--- config.mk ---
export PLATFORM = sky130hd
export DESIGN_NAME = usb_ep0_ctrl
export DESIGN_NICKNAME = d
export VERILOG_FILES = /design/src/usb_ep0_pkg.sv /design/src/crc_feed_if.sv /design/src/usb_data_crc.sv /design/src/usb_ep0_ctrl.sv
export SDC_FILE = /design/constraint.sdc
export NUM_CORES = 1
export LEC_CHECK = 0
export BUFFER_PORTS_ARGS = -buffer_cell sky130_fd_sc_hd__buf_2
export CAP_MARGIN = 20
export CORE_ASPECT_RATIO = 0.6
export CORE_UTILIZATION = 44
export DETAILED_ROUTE_END_ITERATION = 16
export MAX_ROUTING_LAYER = met4
export PLACE_DENSITY_LB_ADDON = 0.2
export SLEW_MARGIN = 0
export SYNTH_ARGS = -nofsm -noshare
export SYNTH_HDL_FRONTEND = slang
export SYNTH_SLANG_ARGS = --single-unit
--- constraint.sdc ---
create_clock -name clock -period 2.3 [get_ports clock]
set_input_delay 0.345 -clock clock [delete_from_list [all_inputs] [get_ports clock]]
set_output_delay 0.345 -clock clock [all_outputs]
set_load 0.02 [all_outputs]
--- src/usb_ep0_pkg.sv ---
package usb_ep0_pkg;
    localparam int ADDR_W = 8;
    localparam int DATA_W = 32;

    localparam logic [ADDR_W-1:0] REG_CTRL     = 8'h00;
    localparam logic [ADDR_W-1:0] REG_IFG      = 8'h04;
    localparam logic [ADDR_W-1:0] REG_IE       = 8'h08;
    localparam logic [ADDR_W-1:0] REG_IN_CFG   = 8'h0C;
    localparam logic [ADDR_W-1:0] REG_OUT_CFG  = 8'h10;
    localparam logic [ADDR_W-1:0] REG_IN_CNT   = 8'h14;
    localparam logic [ADDR_W-1:0] REG_STATUS   = 8'h18;
    localparam logic [2:0]        SETUP_WIN    = 3'h1;
    localparam logic [2:0]        IN_BUF_WIN   = 3'h2;

    localparam int CTRL_MODULE_EN  = 0;
    localparam int CTRL_PLL_EN     = 1;
    localparam int IFG_SETUP       = 0;
    localparam int IFG_TX_DONE     = 1;
    localparam int IFG_SUSPEND     = 2;
    localparam int IFG_W           = 3;
    localparam int EP_ENABLE_BIT   = 7;
    localparam int IN_CNT_ARMED    = 7;
    localparam int PKT_MAX         = 8;

    localparam logic [1:0]       CTRL_RESET = 2'h0;
    localparam logic [IFG_W-1:0] IFG_RESET  = 3'h0;
    localparam logic [IFG_W-1:0] IE_RESET   = 3'h0;
    localparam logic [3:0]       CNT_RESET  = 4'h0;

    localparam logic [1:0] TOK_OUT   = 2'h0;
    localparam logic [1:0] TOK_IN    = 2'h1;
    localparam logic [1:0] TOK_SETUP = 2'h2;
    localparam logic [1:0] TOK_SOF   = 2'h3;

    localparam int CLK_PERIOD_NS  = 10;
    localparam int CRC_BIT_NS     = 83;
    localparam int CRC_BIT_CYC_I  = (CRC_BIT_NS / CLK_PERIOD_NS) < 1 ? 1
                                    : CRC_BIT_NS / CLK_PERIOD_NS;
    localparam logic [3:0] CRC_BIT_CYC = 4'(CRC_BIT_CYC_I);

    localparam logic [15:0] CRC_INIT = 16'hFFFF;
    localparam logic [15:0] CRC_POLY = 16'hA001;

    typedef enum logic [1:0] {
        TX_IDLE,
        TX_DATA,
        TX_CRC_LO,
        TX_CRC_HI
    } tx_state_t;
endpackage
--- src/crc_feed_if.sv ---
interface crc_feed_if;
    logic        clear;
    logic        valid;
    logic [7:0]  data;
    logic [15:0] crc;

    modport gen (
        input  clear,
        input  valid,
        input  data,
        output crc
    );
    modport user (
        output clear,
        output valid,
        output data,
        input  crc
    );
endinterface

--- src/usb_data_crc.sv ---
module usb_data_crc (
    input wire logic clock,
    input wire logic nrst,
    crc_feed_if.gen  feed
);
    import usb_ep0_pkg::*;

    logic [15:0] state;
    logic [15:0] next_state;

    always_comb begin
        next_state = state ^ {8'h00, feed.data};
        for (int i = 0; i < 8; i++) begin
            next_state = next_state[0] ? ((next_state >> 1) ^ CRC_POLY) : (next_state >> 1);
        end
    end

    // only bytes the host really accepted are folded in
    always_ff @(posedge clock or negedge nrst) begin
        if (!nrst) begin
            state <= CRC_INIT;
        end else if (feed.clear) begin
            state <= CRC_INIT;
        end else if (feed.valid) begin
            state <= next_state;
        end
    end

    assign feed.crc = ~state;
endmodule

--- src/usb_ep0_ctrl.sv ---
// Local design decisions: the address-and-strobe port and the address map.
module usb_ep0_ctrl (
    input  wire logic                       clock,
    input  wire logic                       nrst,
    input  wire logic [usb_ep0_pkg::ADDR_W-1:0] addr,
    input  wire logic [usb_ep0_pkg::DATA_W-1:0] wdata,
    input  wire logic                       wr,
    input  wire logic                       rd,
    output logic      [usb_ep0_pkg::DATA_W-1:0] rdata,
    output logic                            irq,
    output logic                            usb_pll_enable,
    input  wire logic                       tok_valid,
    input  wire logic [1:0]                 tok_kind,
    input  wire logic [3:0]                 tok_ep,
    input  wire logic                       tok_busy,
    input  wire logic                       rx_valid,
    input  wire logic [7:0]                 rx_data,
    input  wire logic                       suspend_det,
    output logic                            hs_valid,
    output logic                            hs_nak,
    output logic                            tx_valid,
    output logic [7:0]                      tx_data,
    output logic                            tx_last,
    input  wire logic                       tx_ready
);
    import usb_ep0_pkg::*;

    logic             usb_module_enable_bit;
    logic [IFG_W-1:0] usb_interrupt_flags;
    logic [IFG_W-1:0] ie;
    logic [7:0]       in_endpoint0_config;
    logic [7:0]       out_endpoint0_config;
    logic [3:0]       in_cnt;
    logic             in_armed;
    logic [7:0]       setup_buf [PKT_MAX];
    logic [7:0]       in_buf [PKT_MAX];
    logic [3:0]       setup_idx;
    logic             setup_rx;
    logic [3:0]       guard;
    logic             clear_pending;
    tx_state_t        tx_state;
    logic [3:0]       tx_idx;

    logic             endpoint_enable;
    logic             live;
    logic             ep0_tok;
    logic             sw_clear;
    logic             apply_clear;
    logic             setup_set;
    logic             setup_start;
    logic             in_nak;
    logic             tx_start;
    logic             tx_accept;
    logic             tx_done;
    logic             tx_abort;
    logic [2:0]       buf_idx;

    crc_feed_if crc_feed ();

    usb_data_crc u_crc (
        .clock (clock),
        .nrst  (nrst),
        .feed  (crc_feed)
    );

    assign endpoint_enable = in_endpoint0_config[EP_ENABLE_BIT]
                           & out_endpoint0_config[EP_ENABLE_BIT];
    assign live        = usb_module_enable_bit & usb_pll_enable;
    assign ep0_tok     = tok_valid && tok_ep == 4'h0 && live && endpoint_enable;
    assign setup_start = ep0_tok && tok_kind == TOK_SETUP;
    assign setup_set   = setup_rx && rx_valid && setup_idx == 4'(PKT_MAX - 1);
    // nak while the flag stands or nothing is armed; an in during a send is dropped
    assign in_nak      = ep0_tok && tok_kind == TOK_IN && tx_state == TX_IDLE
                       && (usb_interrupt_flags[IFG_SETUP] || !in_armed);
    assign tx_start    = ep0_tok && tok_kind == TOK_IN && tx_state == TX_IDLE
                       && !usb_interrupt_flags[IFG_SETUP] && in_armed;
    assign tx_accept   = tx_valid && tx_ready;
    assign tx_done     = tx_state == TX_CRC_HI && tx_accept;
    assign tx_abort    = tx_state != TX_IDLE && !usb_pll_enable;
    assign buf_idx     = addr[4:2];

    assign sw_clear    = wr && addr == REG_IFG && wdata[IFG_SETUP] && endpoint_enable;
    // the clear waits out the token plus one crc-bit time so a decision is never split
    assign apply_clear = (clear_pending || sw_clear) && !tok_busy && guard == 4'h0;

    assign crc_feed.clear = tx_start;
    assign crc_feed.valid = tx_state == TX_DATA && tx_accept;
    assign crc_feed.data  = tx_data;

    // control register survives a module disable so software can re-enable
    always_ff @(posedge clock or negedge nrst) begin
        if (!nrst) begin
            usb_module_enable_bit <= CTRL_RESET[CTRL_MODULE_EN];
            usb_pll_enable        <= CTRL_RESET[CTRL_PLL_EN];
        end else if (wr && addr == REG_CTRL) begin
            usb_module_enable_bit <= wdata[CTRL_MODULE_EN];
            usb_pll_enable        <= wdata[CTRL_PLL_EN];
        end
    end

    always_ff @(posedge clock or negedge nrst) begin
        if (!nrst) begin
            ie                   <= IE_RESET;
            in_endpoint0_config  <= 8'h00;
            out_endpoint0_config <= 8'h00;
            in_cnt               <= CNT_RESET;
        end else if (!usb_module_enable_bit) begin
            ie                   <= IE_RESET;
            in_endpoint0_config  <= 8'h00;
            out_endpoint0_config <= 8'h00;
            in_cnt               <= CNT_RESET;
        end else if (wr) begin
            case (addr)
                REG_IE:      ie <= wdata[IFG_W-1:0];
                REG_IN_CFG:  in_endpoint0_config <= wdata[7:0];
                REG_OUT_CFG: out_endpoint0_config <= wdata[7:0];
                REG_IN_CNT:  in_cnt <= (wdata[3:0] > 4'(PKT_MAX)) ? 4'(PKT_MAX) : wdata[3:0];
                default:     ;
            endcase
        end
    end

    always_ff @(posedge clock) begin
        if (wr && addr[7:5] == IN_BUF_WIN) begin
            in_buf[buf_idx] <= wdata[7:0];
        end
        if (setup_rx && rx_valid) begin
            setup_buf[setup_idx[2:0]] <= rx_data;
        end
    end

    // set wins over a same-cycle clear on every flag
    always_ff @(posedge clock or negedge nrst) begin
        if (!nrst) begin
            usb_interrupt_flags <= IFG_RESET;
        end else if (!usb_module_enable_bit) begin
            usb_interrupt_flags <= IFG_RESET;
        end else begin
            if (setup_set) begin
                usb_interrupt_flags[IFG_SETUP] <= 1'b1;
            end else if (apply_clear) begin
                usb_interrupt_flags[IFG_SETUP] <= 1'b0;
            end
            if (tx_done) begin
                usb_interrupt_flags[IFG_TX_DONE] <= 1'b1;
            end else if (wr && addr == REG_IFG && wdata[IFG_TX_DONE]) begin
                usb_interrupt_flags[IFG_TX_DONE] <= 1'b0;
            end
            if (suspend_det) begin
                usb_interrupt_flags[IFG_SUSPEND] <= 1'b1;
            end else if (wr && addr == REG_IFG && wdata[IFG_SUSPEND]) begin
                usb_interrupt_flags[IFG_SUSPEND] <= 1'b0;
            end
        end
    end

    always_ff @(posedge clock or negedge nrst) begin
        if (!nrst) begin
            clear_pending <= 1'b0;
            guard         <= 4'h0;
        end else if (!usb_module_enable_bit) begin
            clear_pending <= 1'b0;
            guard         <= 4'h0;
        end else begin
            if (tok_busy) begin
                guard <= CRC_BIT_CYC;
            end else if (guard != 4'h0) begin
                guard <= guard - 4'h1;
            end
            if (setup_set || apply_clear) begin
                clear_pending <= 1'b0;
            end else if (sw_clear) begin
                clear_pending <= 1'b1;
            end
        end
    end

    always_ff @(posedge clock or negedge nrst) begin
        if (!nrst) begin
            setup_rx  <= 1'b0;
            setup_idx <= 4'h0;
        end else if (!live) begin
            setup_rx  <= 1'b0;
            setup_idx <= 4'h0;
        end else if (setup_start) begin
            setup_rx  <= 1'b1;
            setup_idx <= 4'h0;
        end else if (setup_rx && rx_valid) begin
            setup_idx <= setup_idx + 4'h1;
            setup_rx  <= !setup_set;
        end
    end

    // handshake: ack closes a setup or out, nak answers an unready in
    always_ff @(posedge clock or negedge nrst) begin
        if (!nrst) begin
            hs_valid <= 1'b0;
            hs_nak   <= 1'b0;
        end else begin
            hs_valid <= setup_set || in_nak || (ep0_tok && tok_kind == TOK_OUT);
            hs_nak   <= in_nak;
        end
    end

    always_ff @(posedge clock or negedge nrst) begin
        if (!nrst) begin
            in_armed <= 1'b0;
        end else if (!usb_module_enable_bit || setup_start || tx_done || tx_abort) begin
            in_armed <= 1'b0;
        end else if (wr && addr == REG_IN_CNT) begin
            in_armed <= wdata[IN_CNT_ARMED];
        end
    end

    // byte index moves on acceptance and an abort resets it, so a re-armed send restarts from in_buf[0]
    always_ff @(posedge clock or negedge nrst) begin
        if (!nrst) begin
            tx_state <= TX_IDLE;
            tx_valid <= 1'b0;
            tx_data  <= 8'h00;
            tx_last  <= 1'b0;
            tx_idx   <= 4'h0;
        end else if (!usb_module_enable_bit || tx_abort) begin
            tx_state <= TX_IDLE;
            tx_valid <= 1'b0;
            tx_last  <= 1'b0;
            tx_idx   <= 4'h0;
        end else begin
            case (tx_state)
                TX_IDLE: begin
                    if (tx_start) begin
                        tx_idx   <= 4'h1;
                        tx_data  <= in_buf[0];
                        tx_valid <= in_cnt != 4'h0;
                        tx_state <= (in_cnt != 4'h0) ? TX_DATA : TX_CRC_LO;
                    end
                end
                TX_DATA: begin
                    if (tx_accept) begin
                        if (tx_idx >= in_cnt) begin
                            tx_valid <= 1'b0;
                            tx_state <= TX_CRC_LO;
                        end else begin
                            tx_data <= in_buf[tx_idx[2:0]];
                            tx_idx  <= tx_idx + 4'h1;
                        end
                    end
                end
                TX_CRC_LO: begin
                    if (!tx_valid) begin
                        tx_valid <= 1'b1;
                        tx_data  <= crc_feed.crc[7:0];
                    end else if (tx_accept) begin
                        tx_data  <= crc_feed.crc[15:8];
                        tx_last  <= 1'b1;
                        tx_state <= TX_CRC_HI;
                    end
                end
                TX_CRC_HI: begin
                    if (tx_accept) begin
                        tx_valid <= 1'b0;
                        tx_last  <= 1'b0;
                        tx_state <= TX_IDLE;
                    end
                end
                default: begin
                    tx_state <= TX_IDLE;
                    tx_valid <= 1'b0;
                end
            endcase
        end
    end

    always_ff @(posedge clock or negedge nrst) begin
        if (!nrst) begin
            irq <= 1'b0;
        end else begin
            irq <= |(usb_interrupt_flags & ie);
        end
    end

    always_ff @(posedge clock or negedge nrst) begin
        if (!nrst) begin
            rdata <= '0;
        end else if (rd) begin
            rdata <= '0;
            if (addr[7:5] == SETUP_WIN) begin
                rdata[7:0] <= setup_buf[buf_idx];
            end else begin
                case (addr)
                    REG_CTRL:    rdata[1:0] <= {usb_pll_enable, usb_module_enable_bit};
                    REG_IFG:     rdata[IFG_W-1:0] <= usb_interrupt_flags;
                    REG_IE:      rdata[IFG_W-1:0] <= ie;
                    REG_IN_CFG:  rdata[7:0] <= in_endpoint0_config;
                    REG_OUT_CFG: rdata[7:0] <= out_endpoint0_config;
                    REG_IN_CNT:  rdata[7:0] <= {in_armed, 3'h0, in_cnt};
                    REG_STATUS:  rdata[4:0] <= {tx_state != TX_IDLE, clear_pending,
                                                in_armed, setup_rx, endpoint_enable};
                    default:     ;
                endcase
            end
        end
    end
endmodule

== Word-level counts from Yosys, hierarchy flattened ==
Memories as Yosys holds them, arrays and structs flattened.
Cells that the tools add are included.

* Memories: 2
* Bits of input ports: 63
* Output and inout port bits: 46
* Register bits after elaboration: 82
* Memory bits (read-only): 0
* Bits in latches: 0
* Bits in writable memories: 128

* Add/sub/neg operators: 3
* Divide/modulo/power cells: 0
* Eq/ne operators: 36
* $lt $le $gt $ge: 2
* $mul: 0
* Bitwise gates (word level): 14
* Shift operators: 0
* Multiplexer cells: 83
* Reductions and logical operators: 64

{| class="wikitable"
|+ Memory list
! memory !! words !! width !! read ports !! clocked after memory_dff !! write ports !! line !! source
|-
| in_buf || 8 || 8 || 2 || 0 || 1 || usb_ep0_ctrl.sv:36 || <nowiki>logic [7:0] in_buf [PKT_MAX];</nowiki>
|-
| setup_buf || 8 || 8 || 1 || 0 || 1 || usb_ep0_ctrl.sv:35 || <nowiki>logic [7:0] setup_buf [PKT_MAX];</nowiki>
|}

{| class="wikitable"
|+ Operators with widths
! operator !! number
|-
| two-way mux 16 bit || 10
|-
| two-way mux 8 bit || 12
|-
| two-way mux 4 bit || 14
|-
| logical AND 1 bit || 26
|-
| two-way mux 1 bit || 26
|-
| equality test 8 x 5 -> 1 bit, second input constant || 3
|-
| inverter 2 -> 3 bit || 8
|-
| case mux 8 bit (3 select lines) || 1
|-
| equality test 8 x 4 -> 1 bit, second input constant || 2
|-
| two-way mux 2 bit || 8
|-
| inverter 16 bit || 1
|-
| case mux 2 bit (4 select lines) || 2
|-
| XOR 16 x 8 -> 16 bit || 1
|-
| inequality test 3 x 1 -> 1 bit, second input constant || 5
|-
| inequality test 3 x 2 -> 1 bit, second input constant || 5
|-
| case mux 2 bit (7 select lines) || 1
|-
| two-way mux 3 bit || 4
|-
| inequality test 3 bit, second input constant || 4
|-
| AND reduction 4 bit || 3
|-
| AND reduction 6 bit || 2
|-
| logical OR 1 bit || 9
|-
| case mux 3 bit (3 select lines) || 1
|-
| nonzero test 3 bit || 3
|-
| adder 4 x 1 -> 4 bit, second input constant || 2
|-
| 26 further kinds || 49
|}

== Logic depth before layout (Yosys ltp) ==
* Word-level depth: 19
* Mapped depth: 9
* Depth with buffers taken out: 8

== Modules after synthesis ==
From an unflattened synthesis, not the netlist that was laid out.

* Cells, all modules: 750
* Area, all modules: 9895.7 µm²

{| class="wikitable"
|+ Modules (own cells, without submodules)
! module !! sequential area each (µm²) !! area an instance (µm²) !! times used !! cells an instance
|-
| usb_ep0_ctrl || 5495.3 || 8981.1 || 1 || 654
|-
| usb_data_crc || 420.4 || 914.6 || 1 || 96
|}

== Least setup slack after synthesis ==
No wires, ideal clock.

* Path type: reg-to-reg
* Start: register tx_idx[0]
* End: register tx_idx[0]
* Slack: 0.057 ns
* Stages on the path, launching flop included: 9
* Setup time: 0.125 ns
* Arrival: 2.118 ns
* Data required time: 2.175 ns
* Path through: dfrtp_1 -> clkinv_1 -> ha_1 -> nand2b_1 -> a21oi_1 -> o21ai_0 -> o221a_2 -> or2_1 -> mux2_2

* Longest elaborated chain between the ends: 5
* Elaborated cells on any way between the ends: 8
* Those cells by class: 1 x add/sub; 1 x order compare; 1 x eq/ne; 4 x mux; 1 x reduce/logical

{| class="wikitable"
|+ RTL lines
! what !! line !! source
|-
| start, declared || usb_ep0_ctrl.sv:42 || <nowiki>logic [3:0] tx_idx;</nowiki>
|-
| start signal, assigned || usb_ep0_ctrl.sv:245 || <nowiki>tx_idx <= tx_idx + 4'h1;</nowiki>
|-
| adder 4 x 1 -> 4 bit || usb_ep0_ctrl.sv:245 ||
|-
| two-way mux 4 bit || usb_ep0_ctrl.sv:240 || <nowiki>if (tx_idx >= in_cnt) begin</nowiki>
|-
| two-way mux 4 bit || usb_ep0_ctrl.sv:239 || <nowiki>if (tx_accept) begin</nowiki>
|-
| case mux 4 bit (2 select lines) || usb_ep0_ctrl.sv:229 || <nowiki>case (tx_state)</nowiki>
|-
| two-way mux 4 bit || usb_ep0_ctrl.sv:223 || <nowiki>end else if (!usb_module_enable_bit || tx_abort) begin</nowiki>
|}

Parallel ways exist; a longest one is shown, timed or not. The select of a mux whose other input is x is not followed.
A chain may end at the register's enable or synchronous reset.

== Final worst setup path ==
* Start: register in_cnt[0]
* End: register tx_idx[3]

* Longest elaborated chain between the ends: 3

{| class="wikitable"
|+ RTL lines
! what !! line !! source
|-
| start, declared || usb_ep0_ctrl.sv:33 || <nowiki>logic [3:0] in_cnt;</nowiki>
|-
| start signal, assigned || usb_ep0_ctrl.sv:117 || <nowiki>REG_IN_CNT: in_cnt <= (wdata[3:0] > 4'(PKT_MAX)) ? 4'(PKT_MAX) : wdata[3:0];</nowiki>
|-
| >= comparator 4 bit || usb_ep0_ctrl.sv:240 ||
|-
| inequality test 3 bit (no line) || - ||
|-
| AND reduction 4 bit (no line) || - ||
|}

No other way between the ends.

==> impl_results.md <==
* DP Area at ~11000 µm²
* Final Wtd Congestion at around 0.90
* Initial core utilization at 44.91%
* Die H at 118.3 µm
* Most frequent cells in the layout: edfxtp_1 (128), nor2_1 (71), dfrtp_1 (66)
* Net count reported at finish at about 940
* PD cells at roughly 710 nW/µm²
* Area share of fa/ha/maj cells after synthesis at 1.515%
* R2R depth at 7
* Initial antenna violation count at 2
* Asr flop ratio synth at slightly below 40%
* Final worst path period share at 94.33%
* Global Route Usage Sum at between 20% and 30%
* Worst Setup SP: in_cnt[0]
* Pre-antenna DRT Iters at 10
* Detailed Route Iter0 Violations at 528
* Die Width at around 200 µm
* Worst Max-Slew Pin Slew at around 600 ps
* VDD IR max at a little over 0.4 mV
* Setup bufs post-CTS at 0
* Gr ovfl total at 0
* Routed WL at around 24000 µm
* Final Max Tran Viols at 0
* Crit path max-delay cell type: dfrtp_1
* Largest family of logic cells by synthesized area: simple AND/OR/NAND/NOR gates
* Crit-path cells: ha_1 > nand2b_1 > a21oi_1 > o21ai_1 > buf_4 > or3_1 > o41ai_2
* TritonCTS clock tree: built
* CTS Buf Count at 22
* #FFs+latches synth at 210
* Port Buffers at 60
* Crit-path max cell delay at between 400 and 500 ps
* Post-Syn Instances at around 780
* Buf/Inv on CP at 1
* Reg2Reg Launch Point: in_cnt[0]
* Max Root-Sink Buffers at 3
* CP max FO at 4
* DRC at 0
* R2R setup slack at approximately 130 ps
* Layout cells sized above 1 at 23.46%
* Placed insts at around 1100
* Clk slew on worst S/H paths at around 60 ps
* Startpoint types: flip-flop
* HP Class: in -> reg
* Simple-Gate Fraction of Synth Area at between 10% and 20%
* Skew final at around 14 ps
* WS Path Type: reg -> reg
* Mapped cell area at a little under 10000 µm²
* Setup crit end: tx_idx[3]
* Outcome: completed
* Pin count of the biggest net entering global routing at 49
* Clk_lat worst skew at between 500 and 600 ps
* Mean routed wirelength per cell at a little over 20 µm
* Area Growth Syn to Fin at 14.73%
* Setup TNS at 0 ps
* Most common cell after layout, fill and taps aside: edfxtp_1
* Unrepaired setup endpoints after global routing: yes
* First-pass GRT wire length at 37160 µm
* Yosys warns at 0
* Crit-path leading delay family: compound AO/OA/AOI/OAI gates
* WP data arrival at roughly 2600 ps
* Final Cell Area at 11370 µm²
* Clock root buffer: clkbuf_16
* Max cap viols at 0
* Via Count at around 6500
* Multiplexer share of the synthesized area at a little over a tenth
* Post-DP HPWL at approximately 17000 µm
* Compound-Gate Fraction of Synth Area at between 8 and 9%
* RR Endpoint: tx_idx[3]
* Distinct cell type count after synthesis at 67
* Post-synthesis sequential area ratio at between 50% and 60%
* IO Count at between 100 and 150
* Clock sink count at 210
* Slew Limit Headroom at 59.83%
* Number of enable flip-flop cells after synthesis at about 130
* Core Region at around 22000 µm²
* # rows at 42
* Die area at between 20000 and 25000 µm²
* FILL cells at 1885
* ANT nets after route at 0
* Max Freq at between 400 and 500 MHz
* Syn Area/Cell at 12.79 µm²
* CP Capture Type: flip-flop
* Top_reg_cell synth: edfxtp_1
* Leakage at ~4.4 nW
* Min cycle time layout at ~2200 ps
* Post-DR vias/cell at between 5 and 6
* Post-Synth XOR/XNOR Area at 2.853%
* Layout Cells excl Fill at approximately 1200
* Critical Path RT at around 2700 ps
* Setup violators final at 0
* Final Hold Fails at 0
* CTS H-tree lvls at 1
* Vias in the first global route at approximately 6300
* Critical Path Stages at 7
-- flip-flops by register name (all words and copies together) (netlist names), 8 cells and up --
name / flops
rdata: 8
in_buf: 64
out_endpoint0_config: 8
u_crc.state: 16
tx_data: 8
in_endpoint0_config: 8
setup_buf: 64
-- worst min path at each step --
stage           startpoint                endpoint  slack (ps)  cells after the start
2_1_floorplan         nrst           clear_pending          50                      0
3_3_place_gp          nrst                tx_valid         320                      1
3_5_place_dp          nrst                tx_valid         340                      1
4_1_cts        suspend_det  usb_interrupt_flags[2]          70                      2
5_1_grt        suspend_det  usb_interrupt_flags[2]          90                      2
6_report       suspend_det  usb_interrupt_flags[2]          80                      2
-- cell families (layout without fill, tap and decap cells) --
family | Yosys count | count (layout)
adders and majority gates | 12 | 12
and+or+nand+nor | 230 | 230
DFF | 210 | 210
AOI/OAI and AO/OA | 136 | 136
other | 1 | 25
buffers and inverters | 79 | 159
muxes | 79 | 79
xor gates and xnor gates | 28 | 28
-- final cells by class --
type | instances | area [µm²] | share of cell area (%)
Tap cell | 286 | 357.8 | 3.147
Multi-Input combinational cell | 509 | 3665 | 32.23
Clock buffer | 30 | 611.8 | 5.380
Inverter | 17 | 63.81 | 0.5611
Antenna cell | 1 | 2.502 | 0.02200
Clock inverter | 10 | 97.59 | 0.8582
Timing Repair Buffer | 102 | 658.1 | 5.787
Sequential cell | 210 | 5916 | 52.02
-- worst reg2reg max path: cells and delay by family (launching register included) --
kind / cells / cell delay [ps]
adders and majority gates: 1 / 300
and+or+nand+nor: 2 / 540
DFF: 1 / 430
buffers and inverters: 1 / 170
AOI/OAI and AO/OA: 3 / 620
-- cell usage after synthesis (3+ instances only) --
cell        n  share of area (%)
a32o_1      3               0.30
o211ai_1   12               0.91
nor3b_1     4               0.30
dfstp_2    16                4.2
nor4_1      7               0.44
nand3_1    15               0.76
mux2_2     20                2.3
clkbuf_1   15               0.57
nor3_1     12               0.61
nor2_1     71                2.7
nor2b_1    40                2.5
o21a_1      5               0.38
xnor2_1    17                1.5
or3_1       3               0.19
ha_1       12                1.5
a21oi_1    53                2.7
dfrtp_1    66                 17
o32ai_1     3               0.27
mux2i_1    38                3.8
buf_2      16               0.81
xor2_1      6               0.53
nand2_1    46                1.7
mux4_2     21                4.8
inv_1      15               0.57
o21bai_1    3               0.23
o21ai_0    18               0.91
nand4_1     4               0.25
nand2b_1   10               0.63
buf_4      26                2.0
edfxtp_1  128                 39
xnor2_2     5               0.82
a211oi_1   15                1.1
and2_1      3               0.19
-- metrics by stage --
| step | setup WS (ps) | utilization [%] | hold WS, ps | total power [mW] |
|---|---|---|---|---|
| after floorplan | 57.20 | - | 49.41 | 4.459 |
| after global placement | 138.8 | 48.19 | 323.2 | 4.621 |
| after detailed placement | -11.93 | 48.19 | 340.5 | 4.637 |
| after CTS | 87.58 | 51.49 | 67.68 | 8.161 |
| after global routing | -20.47 | 51.52 | 87.68 | 8.375 |
| final | 130.3 | 51.52 | 80.16 | 8.094 |
-- repair_timing --
action,CTS,global route
pin swaps,0,0
endpoints found under the setup margin,1,11
hold buffers,1,0
gates resized for setup,1,2
endpoints found under the hold margin,18,0
-- routing by layer --
metal / vias up / part of all wire, % / global-route usage [%]
met5: - / 0 / -
met4: 0 / 1.8 / 4.248
met3: 38 / 6.9 / 4.509
met2: 215 / 40 / 28.53
met1: 3260 / 51 / 34.07
li1: 2978 / - / -
-- report_power, final --
| group | leakage [nW] | internal (mW) | total (mW) | switching, mW |
|---|---|---|---|---|
| logic | 1.83 | 0.176 | 0.505 | 0.328 |
| registers | 2.22 | 4.04 | 4.06 | 0.0215 |
| clock network | 0.351 | 2.09 | 3.53 | 1.44 |
| total | 4.40 | 6.30 | 8.09 | 1.79 |
No activity file was read; power rests on OpenSTA's default activity.
